$ cat config.mk
export PLATFORM = sky130hd
export DESIGN_NAME = tsw_top
export DESIGN_NICKNAME = d
export VERILOG_FILES = /design/src/tsw_pkg.sv /design/src/tsw_meas_if.sv /design/src/tsw_sync.sv /design/src/tsw_meas.sv /design/src/tsw_top.sv
export VERILOG_INCLUDE_DIRS = /design/src
export SDC_FILE = /design/constraint.sdc
export NUM_CORES = 1
export LEC_CHECK = 0
export BUFFER_PORTS_ARGS = -buffer_cell sky130_fd_sc_hd__buf_2
export CELL_PAD_IN_SITES_DETAIL_PLACEMENT = 0
export CELL_PAD_IN_SITES_GLOBAL_PLACEMENT = 1
export CORE_MARGIN = 2
export CORE_UTILIZATION = 44
export DETAILED_ROUTE_END_ITERATION = 12
export PLACE_DENSITY_LB_ADDON = 0.12
export SYNTH_ARGS = -nofsm -noshare
export SYNTH_HDL_FRONTEND = slang
export SYNTH_HIERARCHICAL = 1
export SYNTH_SLANG_ARGS = --single-unit
$ cat constraint.sdc
create_clock -name aclk -period 3.7 [get_ports aclk]
set_input_delay 0.185 -clock aclk [delete_from_list [all_inputs] [get_ports aclk]]
set_output_delay 0.185 -clock aclk [all_outputs]
set_load 0.02 [all_outputs]
$ cat src/tsw_cfg.svh
// register map, field positions, reset values and timing counts of the sensor result block
// assumes inclusion by bare name from every design file that decodes registers
// Overview of operation
// - enable busy raised during enable synchronisation
// - soft reset busy raised during its synchronisation
// - result is signed 24-bit, read-only, resets zero
// - lower threshold writable unless enabled or protected
// - upper threshold writable unless enabled or protected
// - gain survives soft reset, locked when enabled
// - gain sets sensor periods per measurement
// - window flag one cycle after match, cleared
// - overflow sets its flag, not result ready
// - result ready cleared by one or read
`ifndef TSW_CFG_SVH
`define TSW_CFG_SVH
`define TSW_OFS_CTRL 8'h00
`define TSW_OFS_FLAGS 8'h04
`define TSW_OFS_SYNC 8'h08
`define TSW_OFS_RESULT 8'h0C
`define TSW_OFS_WINLO 8'h10
`define TSW_OFS_WINHI 8'h14
`define TSW_OFS_GAIN 8'h18
`define TSW_CTRL_SRST 0
`define TSW_CTRL_EN 1
`define TSW_CTRL_WINEN 2
`define TSW_FLG_RDY 0
`define TSW_FLG_WIN 2
`define TSW_FLG_OVF 3
`define TSW_SYNC_SRST 0
`define TSW_SYNC_EN 1
`define TSW_RST_FIELD 24'h000000
`define TSW_SYNC_CYCLES 3
`define TSW_RESP_OKAY 2'b00
`define TSW_RESP_SLVERR 2'b10
`endif

$ cat src/tsw_pkg.sv
// types shared by the sensor result block modules
// assumes nothing beyond a SystemVerilog compiler
`default_nettype none
package tsw_pkg;
  typedef logic [23:0] tsw_word_t;
  typedef enum logic [1:0] {
    TSW_WR_IDLE = 2'b01,
    TSW_WR_RESP = 2'b10
  } tsw_wr_state_t;
  typedef struct packed {
    logic busy;
    logic [3:0] cnt;
    logic done;
  } tsw_sync_st_t;
  typedef struct packed {
    tsw_word_t cnt;
    logic done;
    logic ovf;
    tsw_word_t data;
  } tsw_meas_st_t;
  typedef struct packed {
    tsw_wr_state_t wst;
    logic aw_got;
    logic w_got;
    logic [7:0] awaddr;
    logic [31:0] wdata;
    logic [3:0] wstrb;
    logic awready;
    logic wready;
    logic bvalid;
    logic [1:0] bresp;
    logic arready;
    logic rvalid;
    logic [31:0] rdata;
    logic [1:0] rresp;
    logic en;
    logic en_want;
    logic en_go;
    logic srst_go;
    logic winen;
    tsw_word_t lo;
    tsw_word_t hi;
    tsw_word_t gain;
    tsw_word_t result;
    logic rdy;
    logic win;
    logic ovf;
    logic win_pend;
  } tsw_top_st_t;
endpackage
`default_nettype wire

$ cat src/tsw_meas_if.sv
// carrier between the register block and the measurement sequencer
// assumes both ends run on the same clock
`default_nettype none
interface tsw_meas_if;
  import tsw_pkg::*;
  logic en;
  logic clr;
  tsw_word_t gain;
  logic tick;
  logic [31:0] sample;
  logic done;
  logic ovf;
  tsw_word_t data;
  modport ctl (output en, output clr, output gain, output tick, output sample,
               input done, input ovf, input data);
  modport core (input en, input clr, input gain, input tick, input sample,
                output done, output ovf, output data);
endinterface
`default_nettype wire

$ cat src/tsw_sync.sv
// busy tracker for a control bit crossing into the sensor logic
// assumes start is a one-cycle pulse taken only while busy is low
`default_nettype none
`include "tsw_cfg.svh"
module tsw_sync #(
  parameter int SYNC_LEN = `TSW_SYNC_CYCLES
) (
  input wire logic aclk,
  input wire logic aresetn,
  input wire logic ce,
  input wire logic start,
  output logic busy,
  output logic done
);
  import tsw_pkg::*;

  if (SYNC_LEN < 1 || SYNC_LEN > 15) begin : g_chk
    $error("tsw_sync: SYNC_LEN must lie in 1..15");
  end

  localparam logic [3:0] LAST = 4'(SYNC_LEN - 1);
  tsw_sync_st_t s_r;
  tsw_sync_st_t s_nxt;

  always_comb begin
    s_nxt = s_r;
    s_nxt.done = 1'b0;
    if (start && !s_r.busy) begin
      s_nxt.busy = 1'b1;
      s_nxt.cnt = 4'h0;
    end else if (s_r.busy) begin
      if (s_r.cnt == LAST) begin
        s_nxt.busy = 1'b0;
        s_nxt.done = 1'b1;
      end else begin
        s_nxt.cnt = s_r.cnt + 4'h1;
      end
    end
  end

  always_ff @(posedge aclk) begin
    if (!aresetn) begin
      s_r <= '0;
    end else if (ce) begin
      s_r <= s_nxt;
    end
  end

  assign busy = s_r.busy;
  assign done = s_r.done;
endmodule
`default_nettype wire

$ cat src/tsw_meas.sv
// measurement sequencer: counts sensor periods and checks the raw width
// assumes tick is a one-cycle pulse per sensor clock period, synchronous to aclk
`default_nettype none
`include "tsw_cfg.svh"
module tsw_meas (
  input wire logic aclk,
  input wire logic aresetn,
  input wire logic ce,
  tsw_meas_if.core m
);
  import tsw_pkg::*;

  tsw_meas_st_t s_r;
  tsw_meas_st_t s_nxt;

  function automatic logic too_wide(input logic [31:0] v);
    return !((&v[31:23]) || !(|v[31:23]));
  endfunction

  always_comb begin
    s_nxt = s_r;
    s_nxt.done = 1'b0;
    if (m.clr || !m.en) begin
      s_nxt.cnt = `TSW_RST_FIELD;
    end else if (m.tick && m.gain != `TSW_RST_FIELD) begin
      if (s_r.cnt == m.gain - 24'h000001) begin
        s_nxt.cnt = `TSW_RST_FIELD;
        s_nxt.done = 1'b1;
        s_nxt.ovf = too_wide(m.sample);
        s_nxt.data = m.sample[23:0];
      end else begin
        s_nxt.cnt = s_r.cnt + 24'h000001;
      end
    end
  end

  always_ff @(posedge aclk) begin
    if (!aresetn) begin
      s_r <= '0;
    end else if (ce) begin
      s_r <= s_nxt;
    end
  end

  assign m.done = s_r.done;
  assign m.ovf = s_r.ovf;
  assign m.data = s_r.data;
endmodule
`default_nettype wire

$ cat src/tsw_top.sv
// sensor result and window register block with an AXI4-Lite slave port
// assumes one clock; sensor tick and sample are synchronous inputs from the analog core
//
// Our own choice: register access over AXI4-Lite.
`default_nettype none
`include "tsw_cfg.svh"
module tsw_top #(
  parameter int SYNC_LEN = `TSW_SYNC_CYCLES
) (
  input wire logic aclk,
  input wire logic aresetn,
  input wire logic ce,
  input wire logic s_axi_awvalid,
  output logic s_axi_awready,
  input wire logic [7:0] s_axi_awaddr,
  input wire logic s_axi_wvalid,
  output logic s_axi_wready,
  input wire logic [31:0] s_axi_wdata,
  input wire logic [3:0] s_axi_wstrb,
  output logic s_axi_bvalid,
  input wire logic s_axi_bready,
  output logic [1:0] s_axi_bresp,
  input wire logic s_axi_arvalid,
  output logic s_axi_arready,
  input wire logic [7:0] s_axi_araddr,
  output logic s_axi_rvalid,
  input wire logic s_axi_rready,
  output logic [31:0] s_axi_rdata,
  output logic [1:0] s_axi_rresp,
  input wire logic sensor_tick,
  input wire logic [31:0] sensor_sample,
  input wire logic write_protect,
  output tsw_pkg::tsw_word_t result_out,
  output logic sensor_enable
);
  import tsw_pkg::*;

  localparam tsw_top_st_t TOP_RST = '{wst: TSW_WR_IDLE, awready: 1'b1, wready: 1'b1,
                                     arready: 1'b1, default: '0};

  tsw_top_st_t s_r;
  tsw_top_st_t s_nxt;
  tsw_meas_if mif();
  logic en_busy;
  logic en_done;
  logic srst_busy;
  logic srst_done;
  logic aw_fire;
  logic w_fire;
  logic ar_fire;
  logic wr_go;
  logic [7:0] wr_addr;
  logic [31:0] wr_data;
  logic [3:0] wr_strb;
  logic field_lock;
  logic ctrl_lock;

  function automatic logic [31:0] merge(input logic [31:0] old, input logic [31:0] val,
                                        input logic [3:0] strb);
    logic [31:0] r;
    r = old;
    for (int i = 0; i < 4; i++) begin
      if (strb[i]) begin
        r[8*i +: 8] = val[8*i +: 8];
      end
    end
    return r;
  endfunction

  function automatic logic [7:0] word_ofs(input logic [7:0] a);
    return {a[7:2], 2'b00};
  endfunction

  function automatic logic in_window(input tsw_word_t v, input tsw_word_t lo,
                                     input tsw_word_t hi);
    return $signed(v) >= $signed(lo) && $signed(v) <= $signed(hi);
  endfunction

  tsw_sync #(.SYNC_LEN(SYNC_LEN)) u_en_sync (
    .aclk(aclk),
    .aresetn(aresetn),
    .ce(ce),
    .start(s_r.en_go),
    .busy(en_busy),
    .done(en_done)
  );

  tsw_sync #(.SYNC_LEN(SYNC_LEN)) u_srst_sync (
    .aclk(aclk),
    .aresetn(aresetn),
    .ce(ce),
    .start(s_r.srst_go),
    .busy(srst_busy),
    .done(srst_done)
  );

  tsw_meas u_meas (
    .aclk(aclk),
    .aresetn(aresetn),
    .ce(ce),
    .m(mif.core)
  );

  // sequencer halts while a soft reset is pending so no stale result lands after it
  assign mif.en = s_r.en && !srst_busy;
  assign mif.clr = srst_busy || s_r.srst_go;
  assign mif.gain = s_r.gain;
  assign mif.tick = sensor_tick;
  assign mif.sample = sensor_sample;

  assign aw_fire = s_axi_awvalid && s_r.awready;
  assign w_fire = s_axi_wvalid && s_r.wready;
  assign ar_fire = s_axi_arvalid && s_r.arready;
  assign wr_go = s_r.wst == TSW_WR_IDLE && (s_r.aw_got || aw_fire) && (s_r.w_got || w_fire);
  assign wr_addr = s_r.aw_got ? s_r.awaddr : s_axi_awaddr;
  assign wr_data = s_r.w_got ? s_r.wdata : s_axi_wdata;
  assign wr_strb = s_r.w_got ? s_r.wstrb : s_axi_wstrb;
  assign field_lock = write_protect || s_r.en || en_busy || s_r.en_go;
  assign ctrl_lock = write_protect || en_busy || s_r.en_go || srst_busy || s_r.srst_go;

  always_comb begin
    logic [31:0] ctl_word;
    logic [31:0] rd_word;
    logic rd_hit;
    logic wr_hit;
    ctl_word = 32'h00000000;
    rd_word = 32'h00000000;
    rd_hit = 1'b1;
    wr_hit = 1'b1;
    s_nxt = s_r;
    s_nxt.en_go = 1'b0;
    s_nxt.srst_go = 1'b0;
    s_nxt.win_pend = 1'b0;
    if (aw_fire) begin
      s_nxt.aw_got = 1'b1;
      s_nxt.awaddr = s_axi_awaddr;
    end
    if (w_fire) begin
      s_nxt.w_got = 1'b1;
      s_nxt.wdata = s_axi_wdata;
      s_nxt.wstrb = s_axi_wstrb;
    end
    case (s_r.wst)
      TSW_WR_IDLE: begin
        if (wr_go) begin
          s_nxt.aw_got = 1'b0;
          s_nxt.w_got = 1'b0;
          s_nxt.bvalid = 1'b1;
          s_nxt.wst = TSW_WR_RESP;
          ctl_word[`TSW_CTRL_EN] = s_r.en_want;
          ctl_word[`TSW_CTRL_WINEN] = s_r.winen;
          ctl_word = merge(ctl_word, wr_data, wr_strb);
          case (word_ofs(wr_addr))
            `TSW_OFS_CTRL: begin
              if (!ctrl_lock) begin
                s_nxt.winen = ctl_word[`TSW_CTRL_WINEN];
                if (ctl_word[`TSW_CTRL_EN] != s_r.en_want) begin
                  s_nxt.en_want = ctl_word[`TSW_CTRL_EN];
                  s_nxt.en_go = 1'b1;
                end
                if (ctl_word[`TSW_CTRL_SRST]) begin
                  s_nxt.srst_go = 1'b1;
                end
              end
            end
            `TSW_OFS_FLAGS: begin
              if (wr_strb[0] && wr_data[`TSW_FLG_RDY]) begin
                s_nxt.rdy = 1'b0;
              end
              if (wr_strb[0] && wr_data[`TSW_FLG_WIN]) begin
                s_nxt.win = 1'b0;
              end
              if (wr_strb[0] && wr_data[`TSW_FLG_OVF]) begin
                s_nxt.ovf = 1'b0;
              end
            end
            `TSW_OFS_SYNC, `TSW_OFS_RESULT: begin
            end
            `TSW_OFS_WINLO: begin
              if (!field_lock) begin
                s_nxt.lo = 24'(merge({8'h00, s_r.lo}, wr_data, wr_strb));
              end
            end
            `TSW_OFS_WINHI: begin
              if (!field_lock) begin
                s_nxt.hi = 24'(merge({8'h00, s_r.hi}, wr_data, wr_strb));
              end
            end
            `TSW_OFS_GAIN: begin
              if (!field_lock) begin
                s_nxt.gain = 24'(merge({8'h00, s_r.gain}, wr_data, wr_strb));
              end
            end
            default: begin
              wr_hit = 1'b0;
            end
          endcase
          s_nxt.bresp = wr_hit ? `TSW_RESP_OKAY : `TSW_RESP_SLVERR;
        end
      end
      TSW_WR_RESP: begin
        if (s_axi_bready) begin
          s_nxt.bvalid = 1'b0;
          s_nxt.wst = TSW_WR_IDLE;
        end
      end
      default: begin
        s_nxt.wst = TSW_WR_IDLE;
      end
    endcase
    s_nxt.awready = s_nxt.wst == TSW_WR_IDLE && !s_nxt.aw_got;
    s_nxt.wready = s_nxt.wst == TSW_WR_IDLE && !s_nxt.w_got;

    if (s_r.rvalid && s_axi_rready) begin
      s_nxt.rvalid = 1'b0;
    end
    if (ar_fire) begin
      case (word_ofs(s_axi_araddr))
        `TSW_OFS_CTRL: begin
          rd_word[`TSW_CTRL_SRST] = srst_busy || s_r.srst_go;
          rd_word[`TSW_CTRL_EN] = s_r.en_want;
          rd_word[`TSW_CTRL_WINEN] = s_r.winen;
        end
        `TSW_OFS_FLAGS: begin
          rd_word[`TSW_FLG_RDY] = s_r.rdy;
          rd_word[`TSW_FLG_WIN] = s_r.win;
          rd_word[`TSW_FLG_OVF] = s_r.ovf;
        end
        `TSW_OFS_SYNC: begin
          rd_word[`TSW_SYNC_EN] = en_busy || s_r.en_go;
          rd_word[`TSW_SYNC_SRST] = srst_busy || s_r.srst_go;
        end
        `TSW_OFS_RESULT: begin
          rd_word = {8'h00, s_r.result};
          s_nxt.rdy = 1'b0;
          s_nxt.win = 1'b0;
        end
        `TSW_OFS_WINLO: rd_word = {8'h00, s_r.lo};
        `TSW_OFS_WINHI: rd_word = {8'h00, s_r.hi};
        `TSW_OFS_GAIN: rd_word = {8'h00, s_r.gain};
        default: rd_hit = 1'b0;
      endcase
      s_nxt.rvalid = 1'b1;
      s_nxt.rdata = rd_word;
      s_nxt.rresp = rd_hit ? `TSW_RESP_OKAY : `TSW_RESP_SLVERR;
    end
    s_nxt.arready = !s_nxt.rvalid;

    if (en_done) begin
      s_nxt.en = s_r.en_want;
    end
    if (srst_done) begin
      s_nxt.en = 1'b0;
      s_nxt.en_want = 1'b0;
      s_nxt.winen = 1'b0;
      s_nxt.lo = `TSW_RST_FIELD;
      s_nxt.hi = `TSW_RST_FIELD;
      s_nxt.result = `TSW_RST_FIELD;
      s_nxt.rdy = 1'b0;
      s_nxt.win = 1'b0;
      s_nxt.ovf = 1'b0;
    end else if (mif.done) begin
      // overflow leaves ready unchanged; a win set beats write-one and read clears, soft reset beats it
      if (mif.ovf) begin
        s_nxt.ovf = 1'b1;
      end else begin
        s_nxt.result = mif.data;
        s_nxt.rdy = 1'b1;
        s_nxt.win_pend = s_r.winen && in_window(mif.data, s_r.lo, s_r.hi);
      end
    end
    if (s_r.win_pend && !srst_done) begin
      s_nxt.win = 1'b1;
    end
  end

  always_ff @(posedge aclk) begin
    if (!aresetn) begin
      s_r <= TOP_RST;
    end else if (ce) begin
      s_r <= s_nxt;
    end
  end

  assign s_axi_awready = s_r.awready;
  assign s_axi_wready = s_r.wready;
  assign s_axi_bvalid = s_r.bvalid;
  assign s_axi_bresp = s_r.bresp;
  assign s_axi_arready = s_r.arready;
  assign s_axi_rvalid = s_r.rvalid;
  assign s_axi_rdata = s_r.rdata;
  assign s_axi_rresp = s_r.rresp;
  assign result_out = s_r.result;
  assign sensor_enable = s_r.en;
endmodule
`default_nettype wire

# Yosys cells after proc, flatten, opt, wreduce, memory -nomap -nowiden
# Cells that the tools add are included.
# W data, S select, Z words.
[op_classes] addsub=4 magnitude_cmp=2 eq_ne=26 mux=84 n_bitwise=2 reduce_logical=85
[op_table] operator="$mux W24" n=8
[op_table] operator="$mux W76" n=2
[op_table] operator="$pmux W20 S4" n=1
[op_table] operator="$mux W25" n=3
[op_table] operator="$reduce_and A6 Y1" n=11
[op_table] operator="$mux W8" n=7
[op_table] operator="$mux W26" n=2
[op_table] operator="$mux W50" n=1
[op_table] operator="$mux W49" n=1
[op_table] operator="$eq A6 B3 Y1 const B" n=6
[op_table] operator="$mux W35" n=1
[op_table] operator="$reduce_bool A2 Y1" n=15
[op_table] operator="$mux W1" n=26
[op_table] operator="$add A24 B1 Y24 const B" n=1
[op_table] operator="$eq A24 B24 Y1" n=1
[op_table] operator="$eq A6 B2 Y1 const B" n=4
[op_table] operator="$ge A24 B24 Y1" n=1
[op_table] operator="$le A24 B24 Y1" n=1
[op_table] operator="$mux W3" n=8
[op_table] operator="$reduce_bool A24 Y1" n=1
[op_table] operator="$sub A24 B1 Y24 const B" n=1
[op_table] operator="$mux W4" n=5
[op_table] operator="$logic_and A1 B1 Y1" n=18
[op_table] operator="$mux W2" n=9
[op_table] operator="25 further kinds" n=69
[word_totals] register_bits=247 inputBits=94 elab_cells=246

# Logic depth before layout (Yosys ltp)
[depth] ltp_word=13 ltp_mapped=14

# Hierarchy
# The synthesis kept the hierarchy.
[modules_own_cells] module="tsw_top" n_inst=1 cells_each=1150 area_per_inst_um2=9457.8 seq_area_each_um2=3463.3
[modules_own_cells] module="tsw_meas" n_inst=1 cells_each=434 area_per_inst_um2=3502.1 seq_area_each_um2=1001.0
[modules_own_cells] module="tsw_sync" n_inst=2 cells_each=35 area_per_inst_um2=351.6 seq_area_each_um2=120.1

# Worst setup path after synthesis
# OpenSTA, ideal clock, no wires.
[synth_timing] path_type="register -> register" from="reg s_r (netlist bit mif.gain[7])" to="reg u_meas/s_r[30] (netlist name)" setup_ps=117 arrival_ps=2741 required_ps=3583 slack_ps=842 path_stages_with_launch=12 period_less_slack_ps=2858 path_cell_list="dfxtp_1 > buf_2 > nor4_4 > nand4_4 > or4_1 > a211o_1 > o311ai_1 > nor4b_4 > a211oi_2 > buf_6 > a21o_1 > a22o_1"
[synth_via] elab_chain_len=5
[synth_rtl] element="from (decl)" line_no="tsw_top.sv:41" rtl="tsw_top_st_t s_r;"
[synth_rtl] element="from (signal assigned)" line_no="tsw_top.sv:281" rtl="s_r <= s_nxt;"
[synth_rtl] element="$sub A24 B1 Y24" line_no="tsw_meas.sv:26" rtl="if (s_r.cnt == m.gain - 24'h000001) begin"
[synth_rtl] element="$eq A24 B24 Y1" line_no="tsw_meas.sv:26"
[synth_rtl] element="$mux W24" line_no="tsw_meas.sv:26"
[synth_rtl] element="$mux W50" line_no="tsw_meas.sv:25" rtl="end else if (m.tick && m.gain != `TSW_RST_FIELD) begin"
[synth_rtl] element="$mux W24" line_no="tsw_meas.sv:23" rtl="if (m.clr || !m.en) begin"
[synth_rtl] element="to (signal assigned)" line_no="tsw_meas.sv:41" rtl="s_r <= s_nxt;"
[synth_rtl] element="to (decl)" line_no="tsw_meas.sv:13" rtl="tsw_meas_st_t s_r;"
# Several ways; a longest one is shown, not always the timed one. The select of a mux whose other input is x is not followed.
# A chain may end at the register's enable or synchronous reset.

# Final worst setup path
[layout_timing] from="reg s_r (netlist bit mif.gain[1])" to="reg u_meas/s_r[48] (netlist name)"
# The elaborated chain is that of the path after synthesis.

==> results.md <==
| Group | Quantity | Reported |
|---|---|---|
| outcome | Outcome | finished clean |
| routing | Vias post-DR | 11,778 |
| setup path | Start point of the critical path | mif.gain[1]$_SDFFE_PN0P_ |
| timing | Smallest setup slack after layout | 0.282 ns |
| setup path | Critical Path Fanout Max | 15 |
| timing | Crit path time final | 3.42 ns |
| power | Power density over the cells | 369 nW/µm² |
| floorplan | Core area | 30,600 µm² |
| timing | Actual transition at the worst max-transition pin | 1.21 ns |
| setup path | Data arrival at the endpoint of the critical path | 3.86 ns |
| placed design | Number of buffers inserted by port buffering | 136 |
| yosys | Count of different cell masters after synthesis | 77 |
| yosys | Average footprint of a synthesized cell | 8.26 µm² |
| floorplan | Number of top-level pins | 160 |
| yosys | Mapped Cells | 1,654 |
| setup path | Slowest-stage cell, CP | sky130_fd_sc_hd__nor2b_1 |
| setup path | Reg-to-reg setup timing slack | 0.28 ns |
| setup path | Crit Reg-Reg Startpoint | mif.gain[1]$_SDFFE_PN0P_ |
| finish | Commonest cells after routing, fill and taps aside | 234 x sky130_fd_sc_hd__dfxtp_1, 228 x sky130_fd_sc_hd__nand2_1, 138 x sky130_fd_sc_hd__nor2_1, 135 x sky130_fd_sc_hd__buf_2, 120 x sky130_fd_sc_hd__mux2i_1 |
| finish | Layout Utilization | 51.0% |
| finish | Antenna diodes | 0 |
| timing | Period Utilization, post-route | 92.4% |
| routing | First DRT Iteration DRCs | 655 |
| routing | Post-DR wirelength/cell | 18.1 µm |
| yosys | Sequential share of the synthesized area | 34.4% |
| yosys | Total number of yosys warnings | 6 |
| grt | Pin count of the biggest net entering global routing | 82 |
| clock network | Clock insertion delay at the later pin of the skew report | 0.55 ns |
| finish | Area taken by multi-input logic gates | 7670 µm² |
| timing | Number of endpoints with negative hold slack in the final report | 0 |
| flow run | Number of max-capacitance violations reported | 0 |
| setup path | Cells traversed along the worst timing path | inv_1, ha_1, nor2b_1, nand3_1, o41ai_1, o211ai_1, nor4b_4, a211oi_2, a21o_1, a22o_1 |
| timing | Number of pins with negative max-slew slack in the final report | 0 |
| finish | Register area | 4710 µm² |
| timing | Number of setup violations in the final report | 0 |
| yosys | Cell taking the most area after synthesis | sky130_fd_sc_hd__dfxtp_1 |
| setup path | CP Launch Type | flop |
| setup path | Endpoint kind of the worst setup timing path | flop |
| placed design | Hpwl dp | 28,300 µm |
| finish | Most common cell after layout, fill and taps aside | sky130_fd_sc_hd__dfxtp_1 |
| routing | Vias/cell | 5.44 |
| grt | Via count of the first global-routing pass | 11,437 |
| grt | All-Layer GR Usage | 23.5% |
| grt | Number of antenna violations at the first check in global routing | 0 |
| clock network | Clock sink count | 235 |
| floorplan | Initial core utilization | 44.7% |
| setup path | End point of the critical path | u_meas/s_r[48]$_SDFFE_PN0P_ |
| clock network | CTS Root Cell | sky130_fd_sc_hd__clkbuf_16 |
| grt | Global-route wire length before repair | 62,200 µm |
| timing | Clk_skew | 0.00712 ns |
| clock network | Clock buffer count from CTS | 28 |
| power | Leakage | 6.17 nW |
| routing | Number of antenna-violating nets in the routed design | 0 |
| routing | Total wire length after detailed routing | 39,200 µm |
| placed design | Placer congestion estimate | 0.866 |
| timing | Post-route setup TNS | 0 ns |
| clock network | Clock Tree Buf Depth | 3 |
| yosys | Proportion of netlist area held by the largest area contributor | 34.4% |
| power | Net switching share of the total power | 24.8% |
| clock network | Max H-tree Level | 1 |
| timing | Unrepaired setup endpoints after global routing | false |
| timing | Normalized max-slew margin | 19.4% |
| power | Flop pwr share | 45.2% |
| setup path | Reg-to-Reg End | u_meas/s_r[48]$_SDFFE_PN0P_ |
| power | Combinational fraction of design power | 9.5% |
| power | Maximum resistive drop on vdd | 324 µV |
| yosys | Synthesized flop and latch total | 235 |
| yosys | Netlist area before placement | 13,700 µm² |
| power | Sw Pwr | 0.00143 W |
| power | Power Internal | 0.00432 W |
| yosys | Number of enable-type register cells in the synthesized netlist | 0 |
| routing | Number of DRC violations after detailed routing | 0 |
| power | Clock network fraction of total power | 45.3% |
| finish | Fraction of layout cells with a size suffix above 1 | 15.4% |
| setup path | Depth of the worst register-to-register path | 10 |
| timing | Top achievable clock speed | 293 MHz |
| setup path | Crit path required time | 4.14 ns |
| floorplan | Rows | 64 |
| placed design | Worst Setup Slack post-DPL | 0.182 ns |
| floorplan | Horizontal die dimension | 180 µm |
| finish | Total number of nets in the final design | 1,906 |
| setup path | Type of the setup path with the least slack | reg -> reg |
| grt | Congestion Overflow GR | 0 |
| setup path | CP peak stage delay | 0.60 ns |
| yosys | Post-synth top flop | sky130_fd_sc_hd__dfxtp_1 |
| finish | Fill count | 3,007 |
| clock network | Clock-pin slew of the registers on the worst-case setup and hold paths | 0.06 ns |
| yosys | Synth top area cells | sky130_fd_sc_hd__dfxtp_1 34%, sky130_fd_sc_hd__mux2i_1 8.8%, sky130_fd_sc_hd__nand2_1 6.3% |
| finish | P&R area growth vs syn | 14.1% |
| floorplan | Area enclosed by the die boundary | 32,500 µm² |
| routing | Count of TritonRoute iterations in the first routing pass | 5 |
| hold path | Min-delay worst type | in -> reg |
| clock network | CTS tree | done |
| floorplan | Die Y-Extent | 180 µm |
| yosys | Async set-reset flop share out of synthesis | 0% |
-- worst max-delay path, delay by kind of cell, from the launching register on --
family | cells | cell delay, ns
AND/OR/NAND/NOR | 3 | 1.21
flip-flops | 1 | 0.35
adder cells (fa/ha/maj) | 1 | 0.19
buffers and inverters | 1 | 0.07
AO/OA/AOI/OAI | 5 | 1.51
-- how the worst min path moves through the flow --
stage          slack [ns]  cells past startpoint        startpoint                       endpoint
2_1_floorplan        0.29                      1                ce    u_meas/s_r[26]$_SDFFE_PN0P_
3_3_place_gp         0.44                      3   s_axi_wdata[19]          s_r[169]$_SDFFE_PN0P_
3_5_place_dp         0.44                      3  sensor_sample[6]  u_meas/m.data[6]$_SDFFE_PN0P_
4_1_cts             0.008                      4      s_axi_bready      s_axi_bvalid$_SDFFE_PN0P_
5_1_grt              0.05                      4      s_axi_bready      s_axi_bvalid$_SDFFE_PN0P_
6_report             0.03                      4      s_axi_bready      s_axi_bvalid$_SDFFE_PN0P_
-- synthesized netlist by cell type, drive strengths merged (2+ instances only) --
cell	number
a211o	2
a211oi	31
a21boi	7
a21o	11
a21oi	101
a221o	2
a221oi	2
a22o	7
a22oi	46
a311oi	3
a31oi	12
a32oi	4
and2	2
and3	13
and4bb	2
buf	117
clkbuf	57
dfxtp	235
ha	57
inv	72
mux2	9
mux2i	121
nand2	228
nand2b	11
nand3	45
nand3b	5
nand4	31
nand4b	4
nor2	149
nor2b	22
nor3	22
nor3b	3
nor4	19
nor4b	5
o211a	2
o211ai	8
o21a	9
o21ai	88
o311ai	2
o31ai	5
or2	3
or3	26
or4	5
xnor2	27
xor2	12
-- routing by layer --
| layer | wire [µm] | track usage (%) | part of all wire (%) | vias to the layer above |
|---|---|---|---|---|
| met1 | 17800 | 30.8 | 45 | 5589 |
| met4 | 953 | 5.97 | 2.4 | 0 |
| li1 | - | - | - | 5919 |
| met3 | 1340 | 2.87 | 3.4 | 52 |
| met5 | 0 | 0 | 0 | - |
| met2 | 19100 | 41.0 | 49 | 218 |
-- sequential cells by signal, indices dropped and copies added (netlist names) --
name and flops:
u_meas/s_r 24, s_axi_rresp 1, s_axi_awready 1, u_en_sync/s_r 4, s_axi_bresp 1, u_srst_sync/s_r 4, s_axi_rvalid 1, s_axi_arready 1
u_srst_sync/busy 1, u_en_sync/done 1, s_axi_rdata 24, result_out 24, u_meas/m.ovf 1, s_axi_bvalid 1, u_meas/m.data 24, mif.gain 24
u_en_sync/busy 1, s_r 93, u_srst_sync/done 1, sensor_enable 1, u_meas/m.done 1, s_axi_wready 1
-- power groups by stage --
stage,clock [W],combinational [W],sequential [W]
2_1_floorplan,0,0.000330,0.00265
3_3_place_gp,0,0.000497,0.00265
3_5_place_dp,0,0.000501,0.00265
4_1_cts,0.00268,0.000551,0.00259
5_1_grt,0.00278,0.000601,0.00260
6_report,0.00260,0.000546,0.00260
-- logic make-up after synthesis --
family	after synthesis	share of synthesized area [%]
fa+ha+maj	57	5.22
flops	235	34.4
compound gates	347	16.5
mux	130	9.69
simple gates	599	21.8
other cells	1	0.0274
xor+xnor	39	2.50
buf+inv	246	9.83
-- timing repair --
item / 4_1_cts / 5_1_grt
endpoints found under the hold margin: 62 / 0
gates resized for setup: 0 / 0
setup buffers: 0 / 0
hold buffers: 59 / 0
endpoints found under the setup margin: 0 / 16
-- layout make-up --
class	count	share of cell area, %
clock buffer	43	5.44
clock inverter	2	0.0642
inverter	72	1.75
multi-input combinational	1183	49.2
sequential	235	30.2
tap	396	3.18
timing repair buffer	235	10.2
-- through the flow --
step / power (W) / area [µm²] / instances / hold WS (ns)
3_5_place_dp: 0.00315 / 14100 / 2061 / 0.440
5_1_grt: 0.00598 / 15600 / 2166 / 0.0487
4_1_cts: 0.00582 / 15600 / 2165 / 0.00751
6_report: 0.00575 / 15600 / 2166 / 0.0291
3_3_place_gp: 0.00315 / 14100 / 2061 / 0.436
2_1_floorplan: 0.00298 / 13700 / 1663 / 0.294
Note: power is estimated with default switching activity, not from simulation.
